`config.mk`:
```
export PLATFORM = sky130hd
export DESIGN_NAME = mps_sequencer
export DESIGN_NICKNAME = d
export VERILOG_FILES = /design/src/rtl/mps_pkg.sv /design/src/rtl/mps_sequencer.sv
export SDC_FILE = /design/constraint.sdc
export NUM_CORES = 1
export LEC_CHECK = 0
export BUFFER_PORTS_ARGS = -buffer_cell sky130_fd_sc_hd__buf_4
export CAP_MARGIN = 10
export CORE_MARGIN = 2
export CORE_UTILIZATION = 40
export DETAILED_ROUTE_END_ITERATION = 7
export PLACE_DENSITY = 0.64
export RECOVER_POWER = 25
export SLEW_MARGIN = 20
export SYNTH_ARGS = -nofsm -noshare
export SYNTH_HDL_FRONTEND = slang
export SYNTH_SLANG_ARGS = --single-unit
export TNS_END_PERCENT = 100
```
`constraint.sdc`:
```
create_clock -name clock_i -period 56.1 [get_ports clock_i]
set_input_delay 5.61 -clock clock_i [delete_from_list [all_inputs] [get_ports clock_i]]
set_output_delay 5.61 -clock clock_i [all_outputs]
set_load 0.005 [all_outputs]
```
`src/rtl/mps_pkg.sv`:
```
// Package of constants for the multiphase startup sequencer
package mps_pkg;
   localparam int unsigned CLK_HZ = 100_000_000;
   localparam int unsigned NUM_PHASES = 4;
   // Phase output encoding
   localparam logic [1:0] PH_MID = 2'h0;
   localparam logic [1:0] PH_LOW = 2'h1;
   localparam logic [1:0] PH_HIGH = 2'h2;
   // Boot refresh burst lengths in PWM clock cycles
   localparam int unsigned START_REFRESH_CYC = 8;
   localparam int unsigned DROP_REFRESH_CYC = 4;
   // Periodic refresh interval
   localparam int unsigned REFRESH_PERIOD_US = 500;
   localparam int unsigned REFRESH_PERIOD_CYC = REFRESH_PERIOD_US * (CLK_HZ / 1_000_000);
   // Soft-on duration
   localparam int unsigned SOFTON_MS = 100;
   localparam int unsigned SOFTON_CYC = SOFTON_MS * (CLK_HZ / 1000);
   // Duty resolution for soft-on and phase drop ramps
   localparam int unsigned DUTY_W = 8;
   localparam logic [7:0] DUTY_FULL = 8'hff;
   localparam logic [7:0] DUTY_ZERO = 8'h00;
   typedef enum logic [2:0] {
      MPS_OFF, MPS_PREBIAS, MPS_REFRESH, MPS_WAIT_COMP, MPS_SOFTSTART,
      MPS_SOFTON, MPS_DROP, MPS_STEADY
   } mps_state_e;
endpackage

```
`src/rtl/mps_sequencer.sv`:
```
// Startup and phase-drop sequencer for a multiphase PWM controller
// Summary of operation
// Run request low keeps driver enable low and all phase outputs mid-level.
// Run request rising starts the soft-start period.
// Soft-start node pre-biased to feedback first, ramp released after.
// Driver enable goes high right after pre-bias completes.
// Startup boot refresh drives every phase low for eight cycles.
// No switching until error amp output exceeds ramp offset.
// Soft-start complete flags when soft-start node reaches clamp.
// During soft-start switching is non-synchronous, sync FETs off.
// Soft-on raises sync FET on-time gradually, up to 100 ms.
// Selected phase dropping ramps dropped phases' duty down to off.
// Active phase count holds while load current is unchanged.
// Dropped phases refreshed every 500 us, low for four cycles.
// Analog crossings arrive as bits; phase outputs are three-state codes.
module mps_sequencer
   import mps_pkg::*;
#(
   parameter int unsigned NPH = NUM_PHASES,
   parameter int unsigned SOFTON_CYCLES = SOFTON_CYC,
   parameter int unsigned REFRESH_CYCLES = REFRESH_PERIOD_CYC
)
(
   input wire logic clock_i,
   input wire logic rst_i,
   input wire logic run_req_i,
   input wire logic prebias_done_i,
   input wire logic comp_above_offset_i,
   input wire logic ss_at_clamp_i,
   input wire logic drop_enable_i,
   input wire logic light_load_i,
   input wire logic [NPH-1:0] drop_mask_i,
   input wire logic [NPH-1:0] pwm_high_i,
   output logic gate_driver_enable_out_o,
   output logic [2*NPH-1:0] phase_drive_out_o,
   output logic sync_fet_enable_o,
   output logic [DUTY_W-1:0] sync_duty_o,
   output logic [DUTY_W-1:0] drop_duty_o,
   output logic [NPH-1:0] dropped_o,
   output logic softstart_done_o,
   output logic prebias_active_o,
   output logic ss_ramp_enable_o
);
   mps_state_e state_q;
   // One bit per analog crossing, independent of the phase count
   logic [3:0] sync_in_q1, sync_in_q2;
   logic run_q, prebias_q, comp_q, clamp_q;
   logic [3:0] burst_q;
   logic [31:0] timer_q;
   logic [31:0] refresh_q;
   logic [DUTY_W-1:0] sync_duty_q, drop_duty_q;
   logic [NPH-1:0] dropped_q;
   logic drop_refresh_q;
   logic [1:0] ph_code_q [NPH];

   // Two-stage synchronisers for analog crossings
   always_ff @(posedge clock_i)
   begin
      if (rst_i)
      begin
         sync_in_q1 <= '0;
         sync_in_q2 <= '0;
      end
      else
      begin
         sync_in_q1 <= {run_req_i, prebias_done_i, comp_above_offset_i, ss_at_clamp_i};
         sync_in_q2 <= sync_in_q1;
      end
   end
   assign run_q = sync_in_q2[3];
   assign prebias_q = sync_in_q2[2];
   assign comp_q = sync_in_q2[1];
   assign clamp_q = sync_in_q2[0];

   // Main sequence
   always_ff @(posedge clock_i)
   begin
      if (rst_i)
      begin
         state_q <= MPS_OFF;
         burst_q <= '0;
         timer_q <= '0;
      end
      else if (!run_q)
      begin
         state_q <= MPS_OFF;
         burst_q <= '0;
         timer_q <= '0;
      end
      else
      begin
         case (state_q)
            MPS_OFF:
               state_q <= MPS_PREBIAS;
            MPS_PREBIAS:
               if (prebias_q)
               begin
                  state_q <= MPS_REFRESH;
                  burst_q <= 4'(START_REFRESH_CYC - 1);
               end
            MPS_REFRESH:
               if (burst_q == 4'h0)
                  state_q <= MPS_WAIT_COMP;
               else
                  burst_q <= burst_q - 4'h1;
            MPS_WAIT_COMP:
               if (comp_q)
                  state_q <= MPS_SOFTSTART;
            MPS_SOFTSTART:
               if (clamp_q)
               begin
                  state_q <= MPS_SOFTON;
                  timer_q <= '0;
               end
            MPS_SOFTON:
               if (timer_q >= SOFTON_CYCLES - 1 || sync_duty_q == DUTY_FULL)
                  state_q <= MPS_DROP;
               else
                  timer_q <= timer_q + 32'h1;
            MPS_DROP:
               if (!(drop_enable_i && light_load_i) || drop_duty_q == DUTY_ZERO)
                  state_q <= MPS_STEADY;
            MPS_STEADY:
               state_q <= MPS_STEADY;
            default:
               state_q <= MPS_OFF;
         endcase
      end
   end

   // Soft-on ramp: one duty step per slice of the soft-on time
   localparam int unsigned DUTY_STEPS = 2 ** DUTY_W;
   localparam int unsigned STEP_CYC = (SOFTON_CYCLES / DUTY_STEPS > 0)
                                      ? SOFTON_CYCLES / DUTY_STEPS : 1;
   always_ff @(posedge clock_i)
   begin
      if (rst_i || state_q == MPS_OFF)
         sync_duty_q <= DUTY_ZERO;
      else if (state_q == MPS_SOFTON && (timer_q % STEP_CYC) == 0 && sync_duty_q != DUTY_FULL)
         sync_duty_q <= sync_duty_q + 8'h01;
      else if (state_q == MPS_DROP || state_q == MPS_STEADY)
         sync_duty_q <= DUTY_FULL;
   end

   // Phase drop duty ramp and dropped set
   always_ff @(posedge clock_i)
   begin
      if (rst_i || state_q == MPS_OFF)
      begin
         drop_duty_q <= DUTY_FULL;
         dropped_q <= '0;
      end
      else if (state_q == MPS_DROP && drop_enable_i && light_load_i)
      begin
         if (drop_duty_q != DUTY_ZERO)
            drop_duty_q <= drop_duty_q - 8'h01;
         else
            dropped_q <= drop_mask_i;
      end
   end

   // Periodic boot refresh of dropped phases
   always_ff @(posedge clock_i)
   begin
      if (rst_i || state_q != MPS_STEADY)
      begin
         refresh_q <= '0;
         drop_refresh_q <= 1'b0;
      end
      else if (refresh_q >= REFRESH_CYCLES - 1)
      begin
         refresh_q <= '0;
         drop_refresh_q <= 1'b1;
      end
      else
      begin
         refresh_q <= refresh_q + 32'h1;
         if (refresh_q == 32'(DROP_REFRESH_CYC - 1))
            drop_refresh_q <= 1'b0;
      end
   end

   // Per-phase output encoding
   genvar g;
   generate
      for (g = 0; g < NPH; g++)
      begin : g_phase
         always_ff @(posedge clock_i)
         begin
            if (rst_i)
               ph_code_q[g] <= PH_MID;
            else
            begin
               case (state_q)
                  MPS_REFRESH:
                     ph_code_q[g] <= PH_LOW;
                  MPS_SOFTSTART:
                     ph_code_q[g] <= pwm_high_i[g] ? PH_HIGH : PH_MID;
                  MPS_SOFTON, MPS_DROP:
                     ph_code_q[g] <= pwm_high_i[g] ? PH_HIGH : PH_LOW;
                  MPS_STEADY:
                     if (dropped_q[g])
                        ph_code_q[g] <= drop_refresh_q ? PH_LOW : PH_MID;
                     else
                        ph_code_q[g] <= pwm_high_i[g] ? PH_HIGH : PH_LOW;
                  default:
                     ph_code_q[g] <= PH_MID;
               endcase
            end
         end
         assign phase_drive_out_o[2*g +: 2] = ph_code_q[g];
      end
   endgenerate

   always_ff @(posedge clock_i)
   begin
      if (rst_i)
      begin
         gate_driver_enable_out_o <= 1'b0;
         softstart_done_o <= 1'b0;
      end
      else
      begin
         gate_driver_enable_out_o <= run_q && state_q != MPS_OFF && state_q != MPS_PREBIAS;
         softstart_done_o <= run_q && (state_q == MPS_SOFTON || state_q == MPS_DROP
                             || state_q == MPS_STEADY);
      end
   end

   assign prebias_active_o = (state_q == MPS_PREBIAS);
   assign ss_ramp_enable_o = (state_q != MPS_OFF) && (state_q != MPS_PREBIAS);
   assign sync_fet_enable_o = (state_q == MPS_SOFTON) || (state_q == MPS_DROP)
                              || (state_q == MPS_STEADY);
   assign sync_duty_o = sync_duty_q;
   assign drop_duty_o = drop_duty_q;
   assign dropped_o = dropped_q;

   a_off_holds_mid: assert property (@(posedge clock_i) disable iff (rst_i)
      state_q == MPS_OFF |=> ph_code_q[0] == PH_MID && !gate_driver_enable_out_o)
      else $error("phase not mid while off");
   a_refresh_low_eight: assert property (@(posedge clock_i) disable iff (rst_i)
      $rose(state_q == MPS_REFRESH) && run_q |-> (state_q == MPS_REFRESH)[*8])
      else $error("start refresh not eight cycles");
   a_wait_no_switch: assert property (@(posedge clock_i) disable iff (rst_i)
      state_q == MPS_WAIT_COMP && !comp_q ##1 state_q == MPS_WAIT_COMP |-> ph_code_q[1] == PH_MID)
      else $error("switching before comp crossing");
   a_prebias_first: assert property (@(posedge clock_i) disable iff (rst_i)
      state_q == MPS_PREBIAS |-> !ss_ramp_enable_o)
      else $error("ramp before prebias");
   a_drv_after_prebias: assert property (@(posedge clock_i) disable iff (rst_i)
      state_q == MPS_PREBIAS && prebias_q && run_q |=> ##1 gate_driver_enable_out_o || !run_q)
      else $error("driver enable late");
   a_ss_nonsync: assert property (@(posedge clock_i) disable iff (rst_i)
      state_q == MPS_SOFTSTART |-> !sync_fet_enable_o)
      else $error("sync fet during soft-start");
   a_done_on_clamp: assert property (@(posedge clock_i) disable iff (rst_i)
      state_q == MPS_SOFTSTART && clamp_q && run_q |=> ##1 softstart_done_o || !run_q)
      else $error("soft-start done missing");
   a_steady_holds: assert property (@(posedge clock_i) disable iff (rst_i)
      state_q == MPS_STEADY && run_q |=> $stable(dropped_q))
      else $error("phase count changed in steady");
   a_drop_ramps_down: assert property (@(posedge clock_i) disable iff (rst_i)
      state_q == MPS_DROP && drop_enable_i && light_load_i && drop_duty_q != DUTY_ZERO
      && run_q |=> drop_duty_q == $past(drop_duty_q) - 8'h01)
      else $error("drop duty not stepping");
   a_run_starts: assert property (@(posedge clock_i) disable iff (rst_i)
      state_q == MPS_OFF && run_q |=> state_q == MPS_PREBIAS)
      else $error("no start on run");
   c_reach_steady: cover property (@(posedge clock_i) state_q == MPS_STEADY);
   c_drop_refresh: cover property (@(posedge clock_i) drop_refresh_q && dropped_q != '0);
   c_abort_run: cover property (@(posedge clock_i) state_q == MPS_SOFTSTART ##1 state_q == MPS_OFF);
endmodule

```
==> results.json, run 1 <==
{
  "status": "finished, final reports clean",
  "port_buffers": 48,
  "hp-class": "reg2reg",
  "synthArstFlopShare": 0,
  "slew_viol_final": 0,
  "cap_violations": 0,
  "detail-route-antenna-nets": 0,
  "grt_max_degree": 36,
  "seq_area_frac_synth": 0.1314,
  "whs_ns": 0.4518,
  "holdBufCountCts": 0,
  "powerDensity_mw_per_mm2": 7.822,
  "synth_cell_type_count": 141,
  "fin_util": 0.4261,
  "die_w_um": 212.3,
  "synth_top_area_share": 0.1176,
  "skew_ns": 0.02116,
  "final_cell_mix": "280 x nor2_1, 253 x nand2_1, 175 x xnor2_1",
  "viasPerCell": 6.137,
  "numCtsBuffers": 9,
  "netlist_area_mm2": 0.01736,
  "cp_max_fo": 35,
  "drive_above_1_share": 0.09177,
  "layout_commonest_cell": "nor2_1",
  "synth-xor-area-share": 0.1302,
  "fin_nets": 2450,
  "syn_avg_cell_area_um2": 7.083,
  "final_area_mm2": 0.01832,
  "start_kind": "flop",
  "first_pass_iters": 6,
  "synth_area_leaders": "dfxtp_1 12%, xnor2_1 8.8%, nor2_1 6.1%",
  "worstSetupPathType": "reg2reg",
  "nFillCells": 4563,
  "cts_max_path_buffers": 2,
  "worstMarginPinSlew_ns": 1.007,
  "antenna_found_initial": 0,
  "wl_mm": 50.81,
  "synth_compound_area_frac": 0.3237,
  "min_period_ns": 26.83,
  "finalSetupViolations": 0,
  "vdd_drop_max_v": 0.00001664,
  "cts_tree": "done",
  "gp_congestion": 0.9368,
  "hold_viol": 0,
  "slew_headroom": 0.3262,
  "vias": 18500,
  "first_iter_violations": 1614,
  "max_freq_mhz": 37.27,
  "post_drt_wl_per_cell_um": 16.85,
  "placed_area_mm2": 0.01804,
  "core_mm2": 0.04298,
  "synth_top_family_by_area": "compound AO/OA/AOI/OAI gates",
  "ys_seq_elements": 110,
  "cts.sinks": 110,
  "finalWorstSetupSlack_ns": 29.27,
  "yosys_warnings": 0,
  "grtUsageTotal": 0.2203,
  "start_util": 0.4039,
  "postCtsSetupBuffers": 0,
  "pin_count": 49,
  "crit_slowest_cell": "a211oi_4",
  "cts.htree.levels": 3,
  "num_rows": 76,
  "synth_simple_gate_area_frac": 0.3017,
  "period_share": 0.4783,
  "tns_ns": 0,
  "critPathArrivalTime_ns": 27.11,
  "post-dp-hpwl_mm": 39.62,
  "synth-adder-area-share": 0.009945,
  "end_kind": "flop",
  "netlist_instances": 2451,
  "drc": 0,
  "cts_resized": 0,
  "slowest_delay_ns": 0.88,
  "worstPathRequired_ns": 56.38,
  "synth_edf_count": 8,
  "root_buffer": "clkbuf_16",
  "clkSlewWorstSetupHoldPaths_ns": 0.08,
  "rsz0062_at_grt": "no",
  "syn_to_final_growth_pct": 5.499,
  "antennaDiodeCount": 0,
  "grt_pass1_wl_mm": 84.96,
  "dieArea_mm2": 0.04509,
  "dp_slack_ns": 29.74,
  "yosysTopAreaCell": "dfxtp_1",
  "synth_ff_type": "dfxtp_1",
  "grt_pass1_vias": 16920,
  "synth_mux_area_frac": 0.05355,
  "die_h_um": 212.3,
  "leakage_uw": 0.006447,
  "grt_overflow": 0,
  "clock_latency_ns": 0.36
}
logic make-up after synthesis:
kind of cell / count (synthesis)
AND/OR/NAND/NOR: 1049
multiplexers: 88
buffers and inverters: 186
flip-flops: 110
adder cells (fa/ha/maj): 15
XOR/XNOR: 247
AO/OA/AOI/OAI: 754
other: 2
routing by layer:
layer | wire length (um) | vias up | track usage
met5 | 0 | - | 0
met4 | 738 | 0 | 0.04051
met3 | 2160 | 62 | 0.01758
met2 | 23900 | 543 | 0.3759
met1 | 24010 | 8830 | 0.3053
li1 | - | 9067 | -
layout make-up:
cell class                      instances  area, um^2  share of cell area
Inverter                               64       240.2             0.01312
Clock buffer                           11       232.7             0.01271
Sequential cell                       110        2282              0.1246
Tap cell                              585       732.0             0.03996
Timing Repair Buffer                   63       469.2             0.02562
Clock inverter                          5       42.54            0.002323
Multi-Input combinational cell       2177       14320              0.7817
synthesized netlist by cell type, types with 9 or more instances:
| cell type | count |
|---|---|
| and2_1 | 34 |
| mux2_1 | 9 |
| nor2b_1 | 30 |
| o21ai_1 | 34 |
| clkbuf_1 | 59 |
| buf_4 | 20 |
| nor4_1 | 29 |
| a211oi_1 | 30 |
| o21ai_0 | 113 |
| or2_1 | 11 |
| o31ai_1 | 14 |
| nor3_1 | 86 |
| a211o_1 | 9 |
| nand4_1 | 33 |
| xor2_1 | 59 |
| nand2_1 | 253 |
| mux2_2 | 14 |
| a31oi_1 | 45 |
| a221oi_1 | 12 |
| xnor2_1 | 175 |
| o22ai_1 | 30 |
| and3_1 | 28 |
| a22oi_1 | 9 |
| a221o_1 | 10 |
| a21oi_1 | 139 |
| ha_1 | 9 |
| nand3_1 | 108 |
| or3_1 | 27 |
| or4_1 | 10 |
| xnor2_2 | 10 |
| nor2_1 | 280 |
| dfxtp_1 | 102 |
| o221ai_1 | 9 |
| o2111ai_1 | 10 |
| inv_1 | 58 |
| nor4b_1 | 10 |
| buf_2 | 34 |
| and4_1 | 10 |
| o211a_1 | 9 |
| a21o_1 | 32 |
| o211ai_1 | 25 |
| or2_2 | 15 |
| mux2i_1 | 62 |
| o21a_1 | 22 |
| nand2b_1 | 29 |
flip-flops by register name, indices dropped and copies added, names as in the netlist, 8 cells and up:
name,count
refresh_q,32
timer_q,32
drop_duty_o,8
ph_code_q,8
sync_duty_o,8
power by group:
group / total, uW / internal, uW / switching [uW]
clock: 60.5 / 30.8 / 29.6
sequential: 80.3 / 80.0 / 0.335
combinational: 2.47 / 1.24 / 1.22
total: 143 / 112 / 31.2
final timing paths:
check	startpoint	end	slack [ns]	cells past startpoint
worst min-delay path	sync_in_q1[3]	sync_in_q2[3]	0.45	1
worst max register to register	timer_q[17]	sync_duty_o[0]	29.27	71
worst max-delay path	timer_q[17]	sync_duty_o[0]	29.27	71
worst min register to register	sync_in_q1[3]	sync_in_q2[3]	0.45	1
critical path: cells and delay by family (launching register included):
kind / cells / cell delay [ns]
AOI/OAI and AO/OA: 40 / 14.01
and+or+nand+nor: 17 / 6.65
xor gates and xnor gates: 6 / 2.51
muxes: 4 / 1.84
buffers and inverters: 4 / 1.00
DFF: 1 / 0.69
stage by stage:
stage               std cells  total power (uW)
detailed placement       2999             84.68
finish                   3015             143.3
global placement         2999             84.64
global route             3015             149.0
CTS                      3015             145.9
floorplan                2473             83.13
No activity file was read; power rests on OpenSTA's default activity.
==> inputs of run 2 (changes only) <==
--- a/config.mk
+++ b/config.mk
@@ -10,7 +10,7 @@
 export CORE_MARGIN = 2
 export CORE_UTILIZATION = 40
 export DETAILED_ROUTE_END_ITERATION = 7
-export PLACE_DENSITY = 0.64
+export PLACE_DENSITY = 0.66
 export RECOVER_POWER = 25
 export SLEW_MARGIN = 20
 export SYNTH_ARGS = -nofsm -noshare
==> constraint.sdc (replaced) <==
create_clock -name clock_i -period 23 [get_ports clock_i]
set_input_delay 2.3 -clock clock_i [delete_from_list [all_inputs] [get_ports clock_i]]
set_output_delay 2.3 -clock clock_i [all_outputs]
set_load 0.005 [all_outputs]
==> results.json, run 2 (synthesized netlist as in run 1, its figures left out) <==
{
  "cp_max_fo": 23,
  "first_pass_iters": 7,
  "post_drt_wl_per_cell_um": 16.94,
  "start_util": 0.4039,
  "grt_max_degree": 33,
  "gp_congestion": 0.9538,
  "status": "finished, final reports clean",
  "layout.cells.non_filler": 3077,
  "period_share": 0.9557,
  "skew_ns": 0.01111,
  "num_rows": 76,
  "holdBufCountCts": 0,
  "grt_overflow": 0,
  "hold_viol": 0,
  "multi_input_area_mm2": 0.01461,
  "layout_commonest_cell": "nor2_1",
  "regArea_mm2": 0.002285,
  "grt_pass1_vias": 16930,
  "viasPerCell": 6.141,
  "antennaDiodeCount": 0,
  "cts.htree.levels": 3,
  "max_freq_mhz": 45.49,
  "cts_tree": "done",
  "min_period_ns": 21.98,
  "final_cell_mix": "278 x nor2_1, 253 x nand2_1, 163 x xnor2_1",
  "grtUsageTotal": 0.2197,
  "final_area_mm2": 0.01910,
  "antenna_found_initial": 0,
  "grt_pass1_wl_mm": 84.66,
  "leakage_uw": 0.006820,
  "clock_latency_ns": 0.35,
  "root_buffer": "clkbuf_16",
  "post-dp-hpwl_mm": 40.17,
  "worstSetupPathType": "reg2reg",
  "hp-class": "reg2reg",
  "cap_violations": 0,
  "die_h_um": 212.3,
  "path_common_cell": "buf_4",
  "start_kind": "flop",
  "drc": 0,
  "crit_slowest_cell": "or4_4",
  "finalSetupViolations": 0,
  "fin_nets": 2512,
  "wl_mm": 52.12,
  "post-place-cells": 3052,
  "worstMarginPinSlew_ns": 0.9621,
  "core_mm2": 0.04298,
  "clkSlewWorstSetupHoldPaths_ns": 0.08,
  "cts.sinks": 110,
  "pin_count": 49,
  "reg_top3": "refresh_q x32, timer_q x32",
  "die_w_um": 212.3,
  "port_buffers": 48,
  "syn_to_final_growth_pct": 10.02,
  "end_kind": "flop",
  "drive_above_1_share": 0.1304,
  "nFillCells": 4464,
  "worstPathRequired_ns": 23.27,
  "numCtsBuffers": 9,
  "powerDensity_mw_per_mm2": 18.38,
  "slew_viol_final": 0,
  "slowest_delay_ns": 0.60,
  "placed_area_mm2": 0.01845,
  "detail-route-antenna-nets": 0,
  "vdd_drop_max_v": 0.00004642,
  "dieArea_mm2": 0.04509,
  "critPathArrivalTime_ns": 22.25,
  "cts_max_path_buffers": 2,
  "slew_headroom": 0.3527,
  "vias": 18900,
  "first_iter_violations": 1737
}
-- run 2: path summary, 6_finish.rpt --
path,start,end,slack [ns],cells after the start
worst min-delay path,sync_in_q1[3],sync_in_q2[3],0.44,1
worst max register to register,timer_q[21],sync_duty_o[0],1.02,76
worst min register to register,sync_in_q1[3],sync_in_q2[3],0.44,1
worst max-delay path,timer_q[21],sync_duty_o[0],1.02,76
-- run 2: layout make-up --
type,instances,area share
clock inverter,4,0.001965
multi-input combinational,2177,0.7650
tap,585,0.03832
sequential,110,0.1196
timing repair buffer,125,0.04958
clock buffer,12,0.01290
inverter,64,0.01258
-- run 2: routing by layer --
| layer | vias up | global-route usage | part of all wire |
|---|---|---|---|
| li1 | 9195 | - | - |
| met1 | 8989 | 0.3045 | 0.46 |
| met2 | 653 | 0.3748 | 0.47 |
| met3 | 59 | 0.01566 | 0.050 |
| met4 | 0 | 0.04389 | 0.011 |
| met5 | - | 0 | 0 |
-- run 2: critical path: cells and delay by family, from the launching register on --
kind,cells,cell delay (ns)
AOI/OAI and AO/OA,42,12.06
xor gates and xnor gates,2,0.40
buffers and inverters,7,1.58
DFF,1,0.47
muxes,5,1.51
and+or+nand+nor,20,5.83
-- run 2: report_power, final --
part | total [uW] | internal [uW] | leakage, uW | switching, uW
Combinational | 6.04 | 3.02 | 0.00577 | 3.01
Clock | 149 | 78.2 | 0.000139 | 70.8
Sequential | 196 | 195 | 0.000914 | 0.911
-- run 2: timing repair --
action,in CTS,in global routing
buffers inserted,0,9
endpoints found under the hold margin,0,0
resized for setup,3,51
pin swaps,0,7
endpoints found under the setup margin,8,8
cloned,0,0
-- run 2: metrics by stage --
stage,setup WS (ns),hold WS (ns),total power [uW],util,TNS (ns)
floorplan,3.885,0.4138,202.8,-,0
detailed placement,-0.06354,0.4204,206.6,0.4292,-0.08789
finish,1.019,0.4421,351.1,0.4444,0
CTS,0.008942,0.4470,356.2,0.4362,0
global placement,0.5013,0.4238,206.5,0.4292,0
global route,-0.1308,0.4771,363.6,0.4444,-0.3138
